`src/verilog/jla_consts.svh`:
```
// Purpose: Constants of the LMFC and SYSREF alignment block
// Assumes: Delays are in device clock periods, tenths where fractional
// Notes:   Definitions only
`ifndef JLA_CONSTS_SVH
`define JLA_CONSTS_SVH

// ****************************************************************
// SYSREF and LMFC timing
// ****************************************************************
`define JLA_SREF_LMFC_CYC    40
`define JLA_SYSREF_MIN_CYC   8

// ****************************************************************
// LMFC to multiframe functional delays, tenths of a device period
// ****************************************************************
`define JLA_DTX_BYP_TENTHS   527
`define JLA_DTX_D0P0_TENTHS  607
`define JLA_DTX_D0P1_TENTHS  515
`define JLA_DTX_D1P0_TENTHS  527
`define JLA_DTX_D1P1_TENTHS  439
`define JLA_TENTHS_PER_CYC   10
`define JLA_PROP_MAX_CYC     3

// ****************************************************************
// SYNC and lane alignment
// ****************************************************************
`define JLA_SYNC_SETUP_CYC   40
`define JLA_SYNC_MIN_FRAMES  4
`define JLA_ILA_MF           4

// ****************************************************************
// Device clocks per frame octet, per rate setting
// ****************************************************************
`define JLA_MULT_D0P0        10
`define JLA_MULT_D0P1        8
`define JLA_MULT_D1P0        5
`define JLA_MULT_D1P1        4
`define JLA_DECIM_BYPASS     6'h01

`endif

```
`src/verilog/jla_pkg.sv`:
```
// Purpose: Types of the LMFC and SYSREF alignment block
// Assumes: Nothing
// Notes:   Constants live in jla_consts.svh
package jla_pkg;

   // Link states seen on the transmitted lanes
   typedef enum logic [1:0] {
      JLA_ST_CGS,
      JLA_ST_WAIT_MF,
      JLA_ST_ILA,
      JLA_ST_DATA
   } jla_link_state_type;

endpackage

```
`src/verilog/jla_delay_line.sv`:
```
// Purpose: Pulse delay line with a selectable tap
// Assumes: tap_i is at least 1 and at most DEPTH
// Notes:   Output is a mux of flops, delay equals tap_i edges
`timescale 1ns/1ns
module jla_delay_line #(
   parameter int DEPTH = 64
) (
   input  wire logic       mclk_i,
   input  wire logic       rst_n_i,
   input  wire logic       pulse_i,
   input  wire logic [6:0] tap_i,
   output wire logic       pulse_o
);

   logic [DEPTH-1:0] stage;

   // ****************************************************************
   // Shift stages
   // ****************************************************************
   genvar g;
   generate
      for (g = 0; g < DEPTH; g++) begin : g_stage
         // One flop per stage
         always_ff @(posedge mclk_i or negedge rst_n_i) begin
            if (!rst_n_i) begin
               stage[g] <= 1'b0;
            end else begin
               stage[g] <= (g == 0) ? pulse_i : stage[(g == 0) ? 0 : g-1];
            end
         end
      end
   endgenerate

   // Tap select
   assign pulse_o = stage[tap_i - 7'h01];

endmodule // jla_delay_line

```
`src/verilog/jla_align.sv`:
```
// Purpose: LMFC alignment to SYSREF, multiframe placement, SYNC handling
// Assumes: All inputs synchronous to mclk_i, the device clock
// Notes:   Rate settings must be held steady while the link runs
`timescale 1ns/1ns
`include "jla_consts.svh"

module jla_align
   import jla_pkg::*;
#(
   parameter int K_FRAMES  = 32, // Frames per multiframe
   parameter int F_OCTETS  = 1,  // Octets per frame
   parameter int PROP_CYC  = 0,  // Extra propagation cycles, 0 to 3
   parameter int CW        = 12  // LMFC counter width
) (
   input  wire logic       mclk_i,
   input  wire logic       rst_n_i,
   input  wire logic       sysref_i,
   input  wire logic       sync_n_i,
   input  wire logic       double_rate_i,
   input  wire logic       five_four_ratio_sel_i,
   input  wire logic [5:0] decim_i,
   output logic            lmfc_o,
   output logic            frame_o,
   output logic            mf_start_o,
   output logic            cgs_o,
   output logic            ila_o,
   output logic            data_o,
   output logic            resync_o,
   output logic            sync_aligned_o
);

   // ****************************************************************
   // Mode decode
   // ****************************************************************

   // Device clocks per octet for a rate setting
   function automatic logic [3:0] jla_mult(input logic ddr, input logic p54);
      logic [3:0] m;
      m = 4'h0;
      case ({ddr, p54})
         2'b00:   m = 4'(`JLA_MULT_D0P0);
         2'b01:   m = 4'(`JLA_MULT_D0P1);
         2'b10:   m = 4'(`JLA_MULT_D1P0);
         default: m = 4'(`JLA_MULT_D1P1);
      endcase
      return m;
   endfunction

   // Whole cycles of a fractional delay, rounded up
   function automatic logic [6:0] jla_ceil(input int tenths);
      return 7'((tenths + `JLA_TENTHS_PER_CYC - 1) / `JLA_TENTHS_PER_CYC);
   endfunction

   localparam logic [6:0] DTX_BYP  = jla_ceil(`JLA_DTX_BYP_TENTHS);
   localparam logic [6:0] DTX_D0P0 = jla_ceil(`JLA_DTX_D0P0_TENTHS);
   localparam logic [6:0] DTX_D0P1 = jla_ceil(`JLA_DTX_D0P1_TENTHS);
   localparam logic [6:0] DTX_D1P0 = jla_ceil(`JLA_DTX_D1P0_TENTHS);
   localparam logic [6:0] DTX_D1P1 = jla_ceil(`JLA_DTX_D1P1_TENTHS);
   localparam logic [6:0] PROP     = 7'(PROP_CYC);
   localparam int         DL_DEPTH = 64 + `JLA_PROP_MAX_CYC;

   wire             bypass;
   wire [3:0]       mult;
   wire [CW-1:0]    frame_len;
   wire [CW-1:0]    mf_len;
   wire [6:0]       dtx_mode;
   wire [6:0]       dtx_tap;

   assign bypass    = (decim_i == `JLA_DECIM_BYPASS);
   assign mult      = jla_mult(double_rate_i, five_four_ratio_sel_i);
   assign frame_len = CW'(F_OCTETS) * CW'(mult);
   assign mf_len    = CW'(K_FRAMES) * frame_len;

   // Functional LMFC to multiframe delay per mode
   assign dtx_mode  = bypass                                     ? DTX_BYP  :
                      (!double_rate_i && !five_four_ratio_sel_i) ? DTX_D0P0 :
                      (!double_rate_i &&  five_four_ratio_sel_i) ? DTX_D0P1 :
                      (!five_four_ratio_sel_i)                   ? DTX_D1P0 :
                                                                   DTX_D1P1;
   // Output flop adds one edge behind the delay line
   assign dtx_tap   = dtx_mode + PROP - 7'h01;

   // ****************************************************************
   // SYSREF capture and LMFC
   // ****************************************************************
   logic            sysref_q;
   logic            sref_pend;
   logic [5:0]      sref_cnt;
   logic [CW-1:0]   lmfc_cnt;
   logic [CW-1:0]   frame_cnt;
   wire             sref_rise;
   wire             realign;
   wire             lmfc_wrap;
   wire             frame_wrap;

   // Edge on sampled levels; a pulse shorter than one device clock may be missed
   assign sref_rise  = sysref_i & ~sysref_q;
   assign realign    = sref_pend && (sref_cnt == 6'h00);
   assign lmfc_wrap  = (lmfc_cnt == mf_len - CW'(1));
   assign frame_wrap = (frame_cnt == frame_len - CW'(1));

   // SYSREF sample and countdown to the boundary
   always_ff @(posedge mclk_i or negedge rst_n_i) begin
      if (!rst_n_i) begin
         sysref_q  <= 1'b0;
         sref_pend <= 1'b0;
         sref_cnt  <= 6'h00;
      end else begin
         sysref_q <= sysref_i;
         if (sref_rise) begin
            sref_pend <= 1'b1;
            sref_cnt  <= 6'(`JLA_SREF_LMFC_CYC - 1);
         end else if (realign) begin
            sref_pend <= 1'b0;
         end else if (sref_pend) begin
            sref_cnt <= sref_cnt - 6'h01;
         end
      end
   end

   // Free running LMFC and frame counters, restarted on realignment
   always_ff @(posedge mclk_i or negedge rst_n_i) begin
      if (!rst_n_i) begin
         lmfc_cnt  <= '0;
         frame_cnt <= '0;
         lmfc_o    <= 1'b0;
         frame_o   <= 1'b0;
      end else begin
         lmfc_cnt  <= (realign || lmfc_wrap) ? '0 : lmfc_cnt + CW'(1);
         frame_cnt <= (realign || lmfc_wrap || frame_wrap) ? '0 : frame_cnt + CW'(1);
         lmfc_o    <= realign || lmfc_wrap;
         frame_o   <= realign || lmfc_wrap || frame_wrap;
      end
   end

   // ****************************************************************
   // Multiframe start in the transmitted data
   // ****************************************************************
   wire             mf_tap;

   jla_delay_line #(
      .DEPTH   (DL_DEPTH)
   ) u_dtx (
      .mclk_i  (mclk_i),
      .rst_n_i (rst_n_i),
      .pulse_i (lmfc_o),
      .tap_i   (dtx_tap),
      .pulse_o (mf_tap)
   );

   // Registered multiframe start
   always_ff @(posedge mclk_i or negedge rst_n_i) begin
      if (!rst_n_i) begin
         mf_start_o <= 1'b0;
      end else begin
         mf_start_o <= mf_tap;
      end
   end

   // ****************************************************************
   // SYNC request tracking
   // ****************************************************************
   logic            sync_q;
   logic [2:0]      low_frames;
   wire             sync_rise;
   wire             sync_long;
   wire [CW-1:0]    to_boundary;

   assign sync_rise   = sync_n_i & ~sync_q;
   assign sync_long   = (low_frames >= 3'(`JLA_SYNC_MIN_FRAMES));
   assign to_boundary = mf_len - lmfc_cnt;

   // Frame clocks seen with SYNC low, saturating
   always_ff @(posedge mclk_i or negedge rst_n_i) begin
      if (!rst_n_i) begin
         sync_q     <= 1'b1;
         low_frames <= 3'h0;
      end else begin
         sync_q <= sync_n_i;
         if (sync_n_i) begin
            low_frames <= 3'h0;
         end else if (frame_o && !sync_long) begin
            low_frames <= low_frames + 3'h1;
         end
      end
   end

   // Alignment flag; a late release still runs the link
   always_ff @(posedge mclk_i or negedge rst_n_i) begin
      if (!rst_n_i) begin
         sync_aligned_o <= 1'b0;
      end else if (sync_rise && sync_long) begin
         sync_aligned_o <= (to_boundary >= CW'(`JLA_SYNC_SETUP_CYC));
      end
   end

   // ****************************************************************
   // Link state machine
   // ****************************************************************
   jla_link_state_type state;
   jla_link_state_type next_state;
   logic [1:0]         ila_cnt;
   logic [1:0]         next_ila_cnt;

   // Next state and alignment multiframe count
   always_comb begin
      next_state   = state;
      next_ila_cnt = ila_cnt;
      case (state)
         JLA_ST_CGS: begin
            if (sync_rise && sync_long) begin
               next_state = JLA_ST_WAIT_MF;
            end
         end
         JLA_ST_WAIT_MF: begin
            if (mf_start_o) begin
               next_state   = JLA_ST_ILA;
               next_ila_cnt = 2'h0;
            end
         end
         JLA_ST_ILA: begin
            if (mf_start_o) begin
               if (ila_cnt == 2'(`JLA_ILA_MF - 1)) begin
                  next_state = JLA_ST_DATA;
               end else begin
                  next_ila_cnt = ila_cnt + 2'h1;
               end
            end
         end
         JLA_ST_DATA: begin
            if (sync_long) begin
               next_state = JLA_ST_CGS;
            end
         end
         default: begin
            next_state = JLA_ST_CGS;
         end
      endcase
      if (state != JLA_ST_CGS && state != JLA_ST_DATA && sync_long) begin
         next_state = JLA_ST_CGS;
      end
   end

   // State and registered lane flags
   always_ff @(posedge mclk_i or negedge rst_n_i) begin
      if (!rst_n_i) begin
         state    <= JLA_ST_CGS;
         ila_cnt  <= 2'h0;
         cgs_o    <= 1'b1;
         ila_o    <= 1'b0;
         data_o   <= 1'b0;
         resync_o <= 1'b0;
      end else begin
         state    <= next_state;
         ila_cnt  <= next_ila_cnt;
         cgs_o    <= (next_state == JLA_ST_CGS) || (next_state == JLA_ST_WAIT_MF);
         ila_o    <= (next_state == JLA_ST_ILA);
         data_o   <= (next_state == JLA_ST_DATA);
         resync_o <= (next_state == JLA_ST_CGS) && (state != JLA_ST_CGS);
      end
   end

endmodule // jla_align

```
`config.mk`:
```
export PLATFORM = sky130hd
export DESIGN_NAME = jla_align
export DESIGN_NICKNAME = d
export VERILOG_FILES = /design/src/verilog/jla_pkg.sv /design/src/verilog/jla_delay_line.sv /design/src/verilog/jla_align.sv
export VERILOG_INCLUDE_DIRS = /design/src /design/src/verilog
export SDC_FILE = /design/constraint.sdc
export NUM_CORES = 1
export LEC_CHECK = 0
export ABC_AREA = 1
export BUFFER_PORTS_ARGS = -buffer_cell sky130_fd_sc_hd__buf_2
export CORE_ASPECT_RATIO = 0.9
export CORE_MARGIN = 2
export CORE_UTILIZATION = 62
export DETAILED_ROUTE_END_ITERATION = 16
export MAX_ROUTING_LAYER = met4
export PLACE_DENSITY_LB_ADDON = 0.05
export SYNTH_ARGS = -nofsm -noshare
export SYNTH_HDL_FRONTEND = slang
export SYNTH_HIERARCHICAL = 1
export SYNTH_SLANG_ARGS = --single-unit
```
`constraint.sdc`:
```
create_clock -name mclk_i -period 1.9 [get_ports mclk_i]
set_input_delay 0.19 -clock mclk_i [delete_from_list [all_inputs] [get_ports mclk_i]]
set_output_delay 0.19 -clock mclk_i [all_outputs]
set_load 0.1 [all_outputs]
```
== Yosys cells after proc, flatten, opt, wreduce, memory -nomap -nowiden ==
Index checks and enable logic that the tools add are counted.
Word-level totals
  bits in registers: 115
  output and inout port bits: 8
  logic and storage cells: 170
Operators by class
  $add $sub $neg: 10
  $lt $le $gt $ge: 3
  equal/unequal tests: 17
  multiplexer cells: 27
  bitwise operators: 4
  reduce and logical (&&, ||, !) cells: 25
Operators with widths (count)
  adder 12 x 1 -> 12 bit, second input constant: 2
  equality test 12 bit: 2
  two-way mux 12 bit: 2
  two-way mux 5 bit: 4
  two-way mux 2 bit: 9
  two-way mux 6 bit: 3
  equality test 2 bit, second input constant: 6
  >= comparator 12 x 6 -> 1 bit, second input constant: 1
  case mux 4 bit (3 select lines): 1
  subtractor 9 x 12 -> 12 bit: 1
  inequality test 2 bit, second input constant: 5
  nonzero test 2 bit: 5
  subtractor 9 x 1 -> 10 bit, second input constant: 1
  logical AND 1 bit: 8
  less-than comparator 7 x 8 -> 1 bit, second input constant: 1
  case mux 2 bit (4 select lines): 1
  binary-select mux 1 bit (select 7 bit): 1
  subtractor 6 x 1 -> 7 bit, second input constant: 1
  subtractor 7 x 1 -> 7 bit, second input constant: 1
  equality test 2 x 1 -> 1 bit, second input constant: 3
  equality test 6 x 1 -> 1 bit, second input constant: 1
  zero test 2 bit: 3
  zero test 6 bit: 1
  two-way mux 3 bit: 2
  13 further kinds: 21

== Logic depth before layout (Yosys ltp) ==
Gate-level depths: netlist of run 1.
  word-level depth: 9
  mapped depth: 17

== Modules after synthesis ==
The synthesis of run 1 kept the hierarchy.
By module, submodules not included
  jla_align: instances 1, cells each 389, area an instance 3007.9 sq um
  jla_delay_line: instances 1, cells each 273, area an instance 2596.2 sq um

== Worst setup path after synthesis of run 1 ==
Ideal clock, no wire load.
  path type: in2reg
  start point: input port five_four_ratio_sel_i
  end point: register mf_start_o
  arrival time: 2367 ps
  data required time: 1784 ps
  slack: -583 ps
  stages: 17
  cell sequence: inv_1 > ha_1 > nor3_1 > buf_2 > inv_2 > buf_2 > ha_1 > buf_1 > nor2_1 > o21ai_0 > nand3_1 > nand3_1 > nand3_1 > nand3_1 > nand2_1 > nand2_1 > nand2_1
On the way
  longest elaborated chain between the ends: 8
  elaborated cells between the ends (all ways): 11
Ends and longest elaborated chain
  start: declaration: line jla_align.sv:20  | input wire logic five_four_ratio_sel_i,
  two-way mux 5 bit, or another cell as far along: line jla_align.sv:78  | (!five_four_ratio_sel_i) ? DTX_D1P0 :
  two-way mux 5 bit or logical AND 1 bit (tied branches): line jla_align.sv:77, jla_align.sv:76
  two-way mux 5 bit *: line jla_align.sv:76  | (!double_rate_i && !five_four_ratio_sel_i) ? DTX_D0P0 :
  two-way mux 5 bit *: line jla_align.sv:75  | assign dtx_mode = bypass ? DTX_BYP :
  subtractor 6 x 1 -> 7 bit *: line jla_align.sv:81  | assign dtx_tap = dtx_mode + PROP - 7'h01;
  named net dtx_tap[0]: line jla_align.sv:67  | wire [6:0] dtx_tap;
  subtractor 7 x 1 -> 7 bit *: line jla_delay_line.sv:35  | assign pulse_o = stage[tap_i - 7'h01];
  binary-select mux 1 bit (select 7 bit) *: line jla_delay_line.sv:35
  two-way mux 1 bit (not written as such) *: line jla_delay_line.sv:35
  named net mf_tap: line jla_align.sv:139  | wire mf_tap;
  end signal: assignment: line jla_align.sv:156  | mf_start_o <= mf_tap;
  end: declaration: line jla_align.sv:24  | output logic mf_start_o,
The timed path passes the listed nets; every way through them passes the cells marked *. The select of a mux whose other input is x is not followed.
A chain may end at the register's enable or synchronous reset.

== Final worst setup path of run 1 ==
  start point: register lmfc_cnt[7]
  end point: register sync_aligned_o
On the way
  longest elaborated chain between the ends: 2
Ends and longest elaborated chain
  start: declaration: line jla_align.sv:89  | logic [CW-1:0] lmfc_cnt;
  start signal: assignment: line jla_align.sv:129  | lmfc_cnt <= (realign || lmfc_wrap) ? '0 : lmfc_cnt + CW'(1);
  subtractor 9 x 12 -> 12 bit: line jla_align.sv:171  | assign to_boundary = mf_len - lmfc_cnt;
  >= comparator 12 x 6 -> 1 bit: line jla_align.sv:193  | sync_aligned_o <= (to_boundary >= CW'(`JLA_SYNC_SETUP_CYC));
  end signal: assignment: line jla_align.sv:193
  end: declaration: line jla_align.sv:29  | output logic sync_aligned_o
Every way passes these cells.

==> qor.log, run 1 <==
INFO  power          post-layout-total-power=9.012mW
INFO  setup_path     timing.critical_path.to_type=register
INFO  setup_path     critical_path.startpoint_type=register
INFO  setup_path     cp_slowest_stage_delay=0.35ns
INFO  timing         hold_viol=0
INFO  clock_tree     cts-htree-levels=4
INFO  power          pwr-share-clk=0.327
INFO  logic_synthesis synth_top_cells_by_count=177 x sky130_fd_sc_hd__nand2_1, 113 x sky130_fd_sc_hd__dfrtp_1, 88 x sky130_fd_sc_hd__inv_1, 70 x sky130_fd_sc_hd__nand3_1, 57 x sky130_fd_sc_hd__nor2_1
INFO  route          drcViolationCount=0
INFO  clock_tree     tritoncts.num_buffers=17
INFO  layout         post_route_cells_drive_above_1_share=0.1816
INFO  power          p_sw_frac=0.3664
INFO  clock_tree     clk_root_buffer_cell=sky130_fd_sc_hd__clkbuf_8
INFO  floorplan      start_util=0.6450
INFO  clock_tree     deepest_clock_path_buffer_count=2
INFO  floorplan      die_height=94.20um
INFO  logic_synthesis syn_area_per_cell=8.465um^2
INFO  logic_synthesis async_reset_ff_frac=1.000
INFO  timing         final_period_minus_worst_setup_slack=1.758ns
INFO  clock_tree     post-cts-setup-buffers=0
INFO  logic_synthesis syn_area=5604um^2
INFO  setup_path     cp_data_required_time=2.31ns
INFO  setup_path     critical_path.max_fanout=4
INFO  route          vias_per_cell=5.112
INFO  timing         setup_viol=0
INFO  power          worst_ir_drop_vdd=0.0008683V
INFO  power          total_leakage_power=3.483nW
INFO  grt            globalRouteOverflowTotal=0
INFO  setup_path     path_cells=inv_1 > ha_1 > nand2_2 > inv_1 > a21oi_1 > nand3_1 > nand2_1 > nand2_1 > nor2_1 > nand3_1 > nand2_1 > inv_1
INFO  placement      dp_hpwl=8082um
INFO  floorplan      core-area=8688um^2
INFO  timing         clock.fmax=568.9MHz
INFO  timing         worst_clock_skew=0.004139ns
INFO  grt            vias_in_the_first_global_route=4422
INFO  logic_synthesis yosysWarningCount=6
INFO  timing         fin_hold_ws=0.1218ns
INFO  logic_synthesis ys_ff_latch=115
INFO  setup_path     arrival=2.16ns
INFO  power          internal_pwr_total=5.710mW
INFO  route          drt_pre_antenna_iters=5
INFO  grt            grtUsageTotal=0.2774
INFO  power          comb_power_share=0.310
INFO  placement      global_placement_routability_congestion=0.9258
INFO  logic_synthesis netlist.top_cell.by_area=sky130_fd_sc_hd__dfrtp_1
INFO  route          drt.antenna.violating_nets=0
INFO  power          power_density=1335nW/um^2
INFO  floorplan      die_x=104.2um
INFO  power          p_switching=3.302mW
INFO  grt            global_route_wire_length_before_repair=20630um
INFO  grt            number_of_antenna_violations_at_the_first_check_in_global_routing=0
INFO  setup_path     crit_path_top_delay_cell=sky130_fd_sc_hd__dfrtp_1
INFO  logic_synthesis synth.top_cells.by_area=sky130_fd_sc_hd__dfrtp_1 50%, sky130_fd_sc_hd__nand2_1 12%, sky130_fd_sc_hd__nand3_1 6.3%
INFO  logic_synthesis yosysSeqAreaShare=0.5140
INFO  power          seq_power_share=0.363
INFO  floorplan      io-pin-count=20
INFO  logic_synthesis post-synth-top-area-fraction=0.5046
INFO  layout         diodes=0
INFO  setup_path     worstSetupPathType=reg2reg
INFO  timing         maxSlewViolCount=0
INFO  clock_tree     clk_latency=0.52ns
INFO  layout         fin_nets=760
INFO  logic_synthesis synthesis.instances=662
INFO  job            cap_viol_max_count=0
INFO  route          avgRoutedWirePerCell=13.84um
INFO  logic_synthesis number_of_enable_flip_flop_cells_after_synthesis=0
INFO  run_status     status=finished, final reports clean
INFO  hold_path      min_delay_worst_type=in2async
INFO  timing         period_share=0.9252
INFO  logic_synthesis yosys.cell_types.count=43
INFO  clock_tree     cts_tree=yes
INFO  layout         area_delta_synth_final=20.45%
INFO  floorplan      die_area=9817um^2
INFO  floorplan      std_cell_rows=32
INFO  route          drt_wl_total=11860um
INFO  route          initialDrtViolationCount=252
INFO  clock_tree     clock_transition_at_the_register_clock_pins_on_the_worst_setup_and_hold_paths_after_cts=0.06ns
INFO  route          via_count=4381
INFO  logic_synthesis yosysMostFrequentCell=sky130_fd_sc_hd__nand2_1
INFO  clock_tree     clkSinkCount=115
INFO  layout         utilization=0.7769
INFO  timing         unrepaired_setup_endpoints_after_global_routing=true
INFO  placement      port_buffers=19
INFO  grt            largest_net_degree_at_the_start_of_global_routing=48
INFO  logic_synthesis synth_flop_cell=sky130_fd_sc_hd__dfrtp_1
what timing repair did:
item | in CTS | in global routing
setup endpoints to repair | 0 | 10
resized for setup | 0 | 6
endpoints found under the hold margin | 118 | 0
hold buffers | 3 | 0
critical path, delay by kind of cell, from the launching register on:
family / cells / cell delay (ns)
compound gates: 1 / 0.18
fa+ha+maj: 1 / 0.35
buf+inv: 3 / 0.17
flops: 1 / 0.35
simple gates: 7 / 0.60
metrics by stage:
stage | instance area, um^2 | worst slack (ns) | instances | setup TNS (ns)
floorplan | 5693 | -0.1197 | 663 | -0.1197
global placement | 6133 | -0.2066 | 822 | -2.900
detailed placement | 6133 | -0.3178 | 822 | -3.827
CTS | 6720 | 0.09520 | 857 | 0
global route | 6750 | -0.02007 | 857 | -0.02007
finish | 6750 | 0.1421 | 857 | 0
path summary, 6_finish.rpt:
kind	startpoint	end	slack [ns]	cells past startpoint
max	lmfc_cnt[7]	sync_aligned_o	0.14	12
min reg2reg	u_dtx/stage[1]	u_dtx/stage[2]	0.37	0
max reg2reg	lmfc_cnt[7]	sync_aligned_o	0.14	12
min in group mclk_i	sysref_i	sysref_q	0.33	2
max in group asynchronous	rst_n_i	sync_q	1.17	3
min	rst_n_i	u_dtx/stage[37]	0.12	2
layout make-up:
class / count / area [um^2]
repair buffers: 57 / 440.4
clock buffers: 18 / 427.9
well taps: 119 / 148.9
fillers: 581 / 1938
inverters: 93 / 351.6
multi-input cells: 441 / 2372
clock inverters: 14 / 128.9
flip-flops and latches: 115 / 2880
registers in the layout (all words and copies together) (netlist names):
| register | flops |
|---|---|
| frame_o | 1 |
| state | 2 |
| frame_cnt | 12 |
| u_dtx/stage | 67 |
| lmfc_o | 1 |
| sref_cnt | 6 |
| ila_cnt | 2 |
| lmfc_cnt | 12 |
| low_frames | 3 |
| mf_start_o | 1 |
| sref_pend | 1 |
| resync_o | 1 |
| sync_q | 1 |
| cgs_o | 1 |
| data_o | 1 |
| sysref_q | 1 |
| sync_aligned_o | 1 |
| ila_o | 1 |
power groups by stage:
| stage | clock network, mW | logic (mW) | registers (mW) |
|---|---|---|---|
| after global placement | 0 | 2.57 | 3.28 |
| after detailed placement | 0 | 2.69 | 3.30 |
| final | 2.95 | 2.79 | 3.27 |
| after global routing | 3.12 | 3.13 | 3.34 |
| after floorplan | 0 | 1.81 | 3.45 |
| after CTS | 2.99 | 2.74 | 3.27 |
cell usage in the layout (no fill, tap or decap), types with 16 or more instances in the layout:
cell type	netlist	final
sky130_fd_sc_hd__o21ai_0	19	19
sky130_fd_sc_hd__inv_1	88	86
sky130_fd_sc_hd__dfrtp_1	113	113
sky130_fd_sc_hd__ha_1	23	18
sky130_fd_sc_hd__nand3_1	70	70
sky130_fd_sc_hd__nor2_1	57	56
sky130_fd_sc_hd__clkbuf_16	0	16
sky130_fd_sc_hd__buf_4	3	32
sky130_fd_sc_hd__nand2_1	177	176
sky130_fd_sc_hd__buf_2	6	18
cell families after synthesis:
family | synth area share
buffers and inverters | 0.07814
AOI/OAI and AO/OA | 0.03662
adders and majority gates | 0.05135
other | 0.001340
muxes | 0.001786
DFF | 0.5140
and+or+nand+nor | 0.2818
xor gates and xnor gates | 0.03505
routing by layer:
layer	track usage	vias up	part of all wire
met5	-	-	0
met4	0.07883	0	0.013
met3	0.07420	19	0.040
met2	0.4545	99	0.50
met1	0.3452	2073	0.45
li1	-	2190	-
Power figures use the tool's default switching activity.
==> run 2: changes to the inputs <==
CELL_PAD_IN_SITES_DETAIL_PLACEMENT = 2   (was unset)
CELL_PAD_IN_SITES_GLOBAL_PLACEMENT = 2   (was unset)
CORE_UTILIZATION = 38   (was 62)
==> run 2 against run 1 <==
Flip-flop and latch count unchanged. Global-route usage decreased by 4.3 points. Highest routed layer unchanged. Critical endpoint is now mf_start_o. Via count increased by 6.6%.
==> qor.log, run 2 (synthesis results as in run 1) <==
INFO  placement      global_placement_routability_congestion=0.7741 [-16%]
INFO  floorplan      die_height=119.2um [+27%]
INFO  floorplan      core-area=14560um^2 [+68%]
INFO  setup_path     cp_data_required_time=2.22ns [-0.09 ns]
INFO  floorplan      start_util=0.3850 [-0.2600]
INFO  timing         worst_pin_slew=0.5149ns
INFO  power          p_sw_frac=0.3682 [+0.001828]
INFO  layout         footprint_of_the_multi_input_gates=2544um^2 [+7.2%]
INFO  clock_tree     clock_transition_at_the_register_clock_pins_on_the_worst_setup_and_hold_paths_after_cts=0.05ns [about the same]
INFO  route          via_count=4668 [+6.6%]
INFO  layout         layout.cells.non_filler=951 [+11%]
INFO  layout         ff_latch_area=2882um^2 [about the same]
INFO  route          initialDrtViolationCount=242 [-4.0%]
INFO  setup_path     worstSetupPathType=in2reg
INFO  run_status     status=finished, final reports clean
INFO  timing         hold_viol=0 [unchanged]
INFO  setup_path     cp_slowest_stage_delay=0.25ns [-0.10 ns]
INFO  setup_path     timing.critical_path.to_type=register
INFO  clock_tree     cts-htree-levels=4 [unchanged]
INFO  floorplan      die_area=15740um^2 [+60%]
INFO  floorplan      die_x=132.0um [+27%]
INFO  timing         clock.fmax=537.8MHz [-5.5%]
INFO  setup_path     cp_common_cell=sky130_fd_sc_hd__nand2_1
INFO  grt            number_of_antenna_violations_at_the_first_check_in_global_routing=0 [unchanged]
INFO  power          worst_ir_drop_vdd=0.0007383V [-15%]
INFO  power          p_switching=3.719mW [+13%]
INFO  route          drt.antenna.violating_nets=0 [unchanged]
INFO  route          drt_pre_antenna_iters=4 [-1]
INFO  timing         period_share=0.9787 [+0.05347]
INFO  timing         worst_path_setup_slack_after_routing=0.04049ns [-0.1016 ns]
INFO  timing         relSlewSlack=0.6567
INFO  layout         post_route_cells_drive_above_1_share=0.2324 [+0.05083]
INFO  timing         final_period_minus_worst_setup_slack=1.860ns [+0.1016 ns]
INFO  layout         fin_nets=775 [+2.0%]
INFO  clock_tree     tritoncts.num_buffers=17 [unchanged]
INFO  placement      place_worst_setup_slack=-0.3973ns [-0.07950 ns]
INFO  floorplan      io-pin-count=20 [unchanged]
INFO  setup_path     arrival=2.18ns [+0.02 ns]
INFO  layout         fillCellCount=1580 [+170%]
INFO  power          power_density=1387nW/um^2 [+3.9%]
INFO  power          total_leakage_power=3.645nW [+4.7%]
INFO  grt            vias_in_the_first_global_route=5370 [+21%]
INFO  route          avgRoutedWirePerCell=18.56um [+34%]
INFO  setup_path     critical_path.max_fanout=5 [+1]
INFO  hold_path      min_delay_worst_type=in2async
INFO  power          pwr-share-clk=0.341 [+0.014]
INFO  power          comb_power_share=0.328 [+0.018]
INFO  power          post-layout-total-power=10.10mW [+12%]
INFO  route          drt_wl_total=17650um [+49%]
INFO  clock_tree     cts_tree=yes
INFO  clock_tree     clkSinkCount=115 [unchanged]
INFO  layout         largest_register_ff_count=67 [unchanged]
INFO  power          seq_power_share=0.331 [-0.032]
INFO  layout         reg.largest.list=u_dtx/stage x67, frame_cnt x12, lmfc_cnt x12
INFO  layout         register_name_with_the_most_flops=u_dtx/stage
INFO  clock_tree     clk_root_buffer_cell=sky130_fd_sc_hd__clkbuf_16
INFO  setup_path     path_cells=buf_2 > nor4_2 > and3b_2 > nor3_4 > buf_6 > buf_4 > nor2_4 > nand2_2 > inv_2 > nand2_1 > nand2_2 > clkinvlp_4 > nand3_2 > nand3_1 > nand3_1 > nand2_1 > nand2_1 > nand2_1
INFO  setup_path     crit_path_top_delay_cell=sky130_fd_sc_hd__and3b_2
INFO  layout         mostFrequentLayoutCells=173 x sky130_fd_sc_hd__nand2_1, 112 x sky130_fd_sc_hd__dfrtp_1, 86 x sky130_fd_sc_hd__inv_1
INFO  timing         maxSlewViolCount=0 [unchanged]
INFO  grt            grtUsageTotal=0.2340 [-0.04344]
INFO  layout         final_common_cell=sky130_fd_sc_hd__nand2_1
INFO  placement      post-place-cells=911 [+11%]
INFO  route          drcViolationCount=0 [unchanged]
INFO  timing         worst_clock_skew=0.008909ns [+0.004770 ns]
INFO  power          internal_pwr_total=6.381mW [+12%]
INFO  floorplan      std_cell_rows=42 [+31%]
INFO  timing         setup_viol=0 [unchanged]
INFO  clock_tree     deepest_clock_path_buffer_count=2 [unchanged]
INFO  placement      port_buffers=19 [unchanged]
INFO  timing         fin_hold_ws=0.2885ns [+0.1667 ns]
INFO  placement      dp_hpwl=11230um [+39%]
INFO  clock_tree     clk_latency=0.43ns [-0.09 ns]
INFO  layout         diodes=0 [unchanged]
INFO  timing         unrepaired_setup_endpoints_after_global_routing=true
INFO  grt            global_route_wire_length_before_repair=27720um [+34%]
INFO  grt            globalRouteOverflowTotal=0 [unchanged]
INFO  grt            largest_net_degree_at_the_start_of_global_routing=47 [-2.1%]
INFO  setup_path     critical_path.startpoint_type=input port
INFO  job            cap_viol_max_count=0 [unchanged]
INFO  layout         area_delta_synth_final=29.92%
INFO  route          vias_per_cell=4.909 [-4.0%]
INFO  layout         utilization=0.5002 [-0.2768]
[run 2: cell count changes in the layout (fill, tap and decap cells not counted), moves of 4 or more]
cell                      change
sky130_fd_sc_hd__buf_4        +8
sky130_fd_sc_hd__nand3_1      -6
sky130_fd_sc_hd__nand3_2      +6
sky130_fd_sc_hd__nor2_1       -5
sky130_fd_sc_hd__nor3_1       -5
sky130_fd_sc_hd__buf_12       +4
sky130_fd_sc_hd__inv_6        -4
[run 2: layer usage]
metal  GRT usage  routed length, um  up-vias
met5           -                  0        -
met4     0.09579                411        0
met3     0.04087                415       35
met2      0.4020               9500       55
met1      0.2727               7324     2362
li1            -                  -     2216
[run 2: critical path, delay by kind of cell]
family	cells	cell delay, ns
buffers and inverters	5	0.63
and+or+nand+nor	13	1.35
[run 2: final timing paths]
path / start / depth (start not counted) / slack (ns) / to
setup reg to reg: lmfc_cnt[0] / 10 / 0.08 / frame_cnt[9]
hold / removal: rst_n_i / 2 / 0.29 / u_dtx/stage[66]
hold reg to reg: lmfc_o / 0 / 0.37 / u_dtx/stage[0]
max in group asynchronous: rst_n_i / 3 / 0.97 / lmfc_cnt[1]
min in group mclk_i: lmfc_o / 0 / 0.37 / u_dtx/stage[0]
setup / recovery: decim_i[3] / 18 / 0.04 / mf_start_o
[run 2: timing repair]
| item | CTS | global route |
|---|---|---|
| hold buffers | 3 | 0 |
| endpoints found under the hold margin | 37 | 0 |
| pin swaps | 2 | 13 |
| buffers inserted | 0 | 5 |
| cloned | 0 | 0 |
| endpoints found under the setup margin | 21 | 29 |
| resized for setup | 7 | 39 |
[run 2: power groups by stage]
stage	Sequential (mW)	Clock (mW)	Combinational [mW]
detailed placement	3.34	0	2.96
global placement	3.31	0	2.77
global route	3.41	3.60	3.70
finish	3.35	3.44	3.31
floorplan	3.45	0	1.81
CTS	3.32	3.51	3.11
[run 2: cell type report]
| type | instances | area share |
|---|---|---|
| clock inverters | 12 | 0.02457 |
| clock buffers | 20 | 0.06273 |
| inverters | 93 | 0.04915 |
| repair buffers | 72 | 0.08438 |
| well taps | 198 | 0.03403 |
| flip-flops and latches | 115 | 0.3958 |
| multi-input cells | 441 | 0.3494 |
[run 2: through the flow]
| step | TNS [ns] | cell area, um^2 |
|---|---|---|
| 4_1_cts | 0 | 7059 |
| 5_1_grt | -0.2518 | 7281 |
| 6_report | 0 | 7281 |
| 2_1_floorplan | -0.1197 | 5693 |
| 3_5_place_dp | -8.198 | 6345 |
| 3_3_place_gp | -7.067 | 6345 |
==> run 3: changes to the inputs <==
CORE_UTILIZATION = 41   (was 38)
PLACE_DENSITY_LB_ADDON = 0.12   (was 0.05)
clock period = 2.33 ns   (was 1.9 ns; I/O delays follow)
==> run 3 against run 2 <==
Core utilization fell by 0.80 points. Hold slack improved by 0.017 ns. Critical path depth decreased by 5. Register-to-register slack gained 0.12 ns. Global-route usage rose by 2.4 points. Non-clock buffer count fell by 34. First-iteration DRC count decreased by 14%. Clock skew grew 0.0016 ns. Total power shrank 26%. Clock-buffer cell count rose by 7. Die area down 7.1%. Combinational power decreased by 33%. Largest cell class unchanged. Largest power group is now registers.
==> qor.log, run 3 (synthesis results as in run 1) <==
INFO  run_status     status=finished, final reports clean
INFO  timing         fin_hold_ws=0.3052ns [+0.01664 ns]
INFO  floorplan      std_cell_rows=40 [-4.8%]
INFO  route          via_count=4587 [-1.7%]
INFO  layout         reg.largest.list=u_dtx/stage x67, frame_cnt x12, lmfc_cnt x12
INFO  setup_path     arrival=2.44ns [+0.26 ns]
INFO  setup_path     timing.rr.start=lmfc_cnt[5]
INFO  setup_path     critical_path.max_fanout=6 [+1]
INFO  route          drt_pre_antenna_iters=5 [+1]
INFO  layout         final_common_cell=sky130_fd_sc_hd__nand2_1
INFO  timing         maxSlewViolCount=0 [unchanged]
INFO  timing         setup-tns-final=0ns [unchanged]
INFO  grt            global_route_wire_length_before_repair=27920um [+0.75%]
INFO  clock_tree     tritoncts.num_buffers=17 [unchanged]
INFO  clock_tree     post-cts-setup-buffers=0 [unchanged]
INFO  setup_path     critical_path.startpoint_type=register
INFO  timing         unrepaired_setup_endpoints_after_global_routing=false
INFO  clock_tree     cts-htree-levels=4 [unchanged]
INFO  layout         layout.cells.non_filler=886 [-6.8%]
INFO  power          power_density=1133nW/um^2 [-18%]
INFO  clock_tree     cts_tree=yes
INFO  timing         final_period_minus_worst_setup_slack=2.128ns
INFO  setup_path     timing.critical_path.to_type=register
INFO  setup_path     worst_setup_path_startpoint=lmfc_cnt[5]
INFO  layout         diodes=0 [unchanged]
INFO  floorplan      io-pin-count=20 [unchanged]
INFO  floorplan      start_util=0.4194 [+0.03439]
INFO  route          avgRoutedWirePerCell=18.95um [+2.1%]
INFO  placement      global_placement_routability_congestion=0.8380 [+8.3%]
INFO  route          drt.antenna.violating_nets=0 [unchanged]
INFO  floorplan      die_x=127.2um [-3.6%]
INFO  setup_path     r2r_end=sync_aligned_o
INFO  power          total_leakage_power=3.402nW [-6.7%]
INFO  clock_tree     clkSinkCount=115 [unchanged]
INFO  floorplan      die_area=14620um^2 [-7.1%]
INFO  timing         period_share=0.9132
INFO  grt            vias_in_the_first_global_route=5138 [-4.3%]
INFO  route          drcViolationCount=0 [unchanged]
INFO  setup_path     worstSetupPathType=reg2reg
INFO  hold_path      min_delay_worst_type=in2async
INFO  clock_tree     clk_root_buffer_cell=sky130_fd_sc_hd__clkbuf_16
INFO  placement      dp_hpwl=10710um [-4.6%]
INFO  clock_tree     cts_resized=0 [-7]
INFO  grt            globalRouteOverflowTotal=0 [unchanged]
INFO  route          vias_per_cell=5.177 [+5.5%]
INFO  route          initialDrtViolationCount=207 [-14%]
INFO  clock_tree     deepest_clock_path_buffer_count=2 [unchanged]
INFO  floorplan      die_height=114.9um [-3.6%]
INFO  layout         fillCellCount=1441 [-8.8%]
INFO  layout         area_delta_synth_final=17.35%
INFO  setup_path     reg2reg_depth=13 [+3]
INFO  placement      post-place-cells=852 [-6.5%]
INFO  setup_path     cp_data_required_time=2.65ns [+0.43 ns]
INFO  layout         mostFrequentLayoutCells=177 x sky130_fd_sc_hd__nand2_1, 113 x sky130_fd_sc_hd__dfrtp_1, 88 x sky130_fd_sc_hd__inv_1
INFO  timing         setup_viol=0 [unchanged]
INFO  route          drt_wl_total=16790um [-4.9%]
INFO  layout         largest_register_ff_count=67 [unchanged]
INFO  timing         hold_viol=0 [unchanged]
INFO  clock_tree     clk_latency=0.42ns [about the same]
INFO  setup_path     r2r_setup_slack=0.20ns [+0.12 ns]
INFO  grt            grtUsageTotal=0.2578 [+0.02384]
INFO  clock_tree     clock_transition_at_the_register_clock_pins_on_the_worst_setup_and_hold_paths_after_cts=0.05ns [about the same]
INFO  floorplan      core-area=13360um^2 [-8.2%]
INFO  power          worst_ir_drop_vdd=0.0005932V [-20%]
INFO  grt            largest_net_degree_at_the_start_of_global_routing=57 [+21%]
INFO  grt            number_of_antenna_violations_at_the_first_check_in_global_routing=1 [+1]
INFO  layout         fin_nets=741 [-4.4%]
INFO  timing         worst_clock_skew=0.01049ns [+0.001581 ns]
INFO  layout         post_route_cells_drive_above_1_share=0.1365 [-0.09591]
INFO  placement      port_buffers=19 [unchanged]
INFO  clock_tree     cts_hold_buf=3 [unchanged]
INFO  job            cap_viol_max_count=0 [unchanged]
INFO  layout         register_name_with_the_most_flops=u_dtx/stage
INFO  timing         clock.fmax=470.0MHz
==> run 3: power by group <==
group / internal (mW) / switching, mW / leakage [nW]
combinational: 0.732 / 1.49 / 1.63
sequential: 2.35 / 0.407 / 1.50
clock: 1.57 / 0.903 / 0.267
==> run 3: layout make-up <==
class                           count  area, um^2  area share
Sequential cell                   115        2880      0.4380
Multi-Input combinational cell    441        2301      0.3499
Clock buffer                       27       503.0     0.07648
Inverter                           93       349.1     0.05308
Timing Repair Buffer               38       285.3     0.04338
Tap cell                          168       210.2     0.03196
Clock inverter                      4       47.55    0.007230
==> run 3: worst max path at each step <==
stage	end	depth (start not counted)
6_report	sync_aligned_o	13
5_1_grt	mf_start_o	18
4_1_cts	sync_aligned_o	13
3_3_place_gp	mf_start_o	16
3_5_place_dp	mf_start_o	15
2_1_floorplan	mf_start_o	15
==> run 3: layer usage <==
| metal | wire, um | GRT usage | up-vias | share of wire |
|---|---|---|---|---|
| met4 | 312 | 0.09084 | 0 | 0.019 |
| met5 | 0 | - | - | 0 |
| li1 | - | - | 2146 | - |
| met1 | 7353 | 0.3097 | 2354 | 0.44 |
| met2 | 8623 | 0.4398 | 62 | 0.51 |
| met3 | 496 | 0.04700 | 25 | 0.030 |
==> run 3: worst max-delay path, stage by stage, from the launching register on <==
cell                      delay, ns
sky130_fd_sc_hd__dfrtp_1       0.42
sky130_fd_sc_hd__inv_1         0.09
sky130_fd_sc_hd__ha_1          0.43
sky130_fd_sc_hd__nand2_1       0.12
sky130_fd_sc_hd__nor2_1        0.21
sky130_fd_sc_hd__nand2_1       0.13
sky130_fd_sc_hd__nand2_1       0.12
sky130_fd_sc_hd__nand3_1       0.08
sky130_fd_sc_hd__nand2_1       0.06
sky130_fd_sc_hd__nand2_1       0.05
sky130_fd_sc_hd__nor2_1        0.12
sky130_fd_sc_hd__nand3_1       0.09
sky130_fd_sc_hd__nand2_1       0.07
sky130_fd_sc_hd__inv_1         0.04
==> run 3: per-stage QoR <==
stage               cell area (um^2)  setup slack, ns  utilization  power (mW)
floorplan                       5619          0.02914            -       4.259
global placement                5996          0.02897       0.4487       4.732
detailed placement              5996         -0.08409       0.4487       4.893
CTS                             6576           0.1942       0.4921       7.536
global route                    6576          0.04053       0.4921       7.935
finish                          6576           0.2022       0.4921       7.452
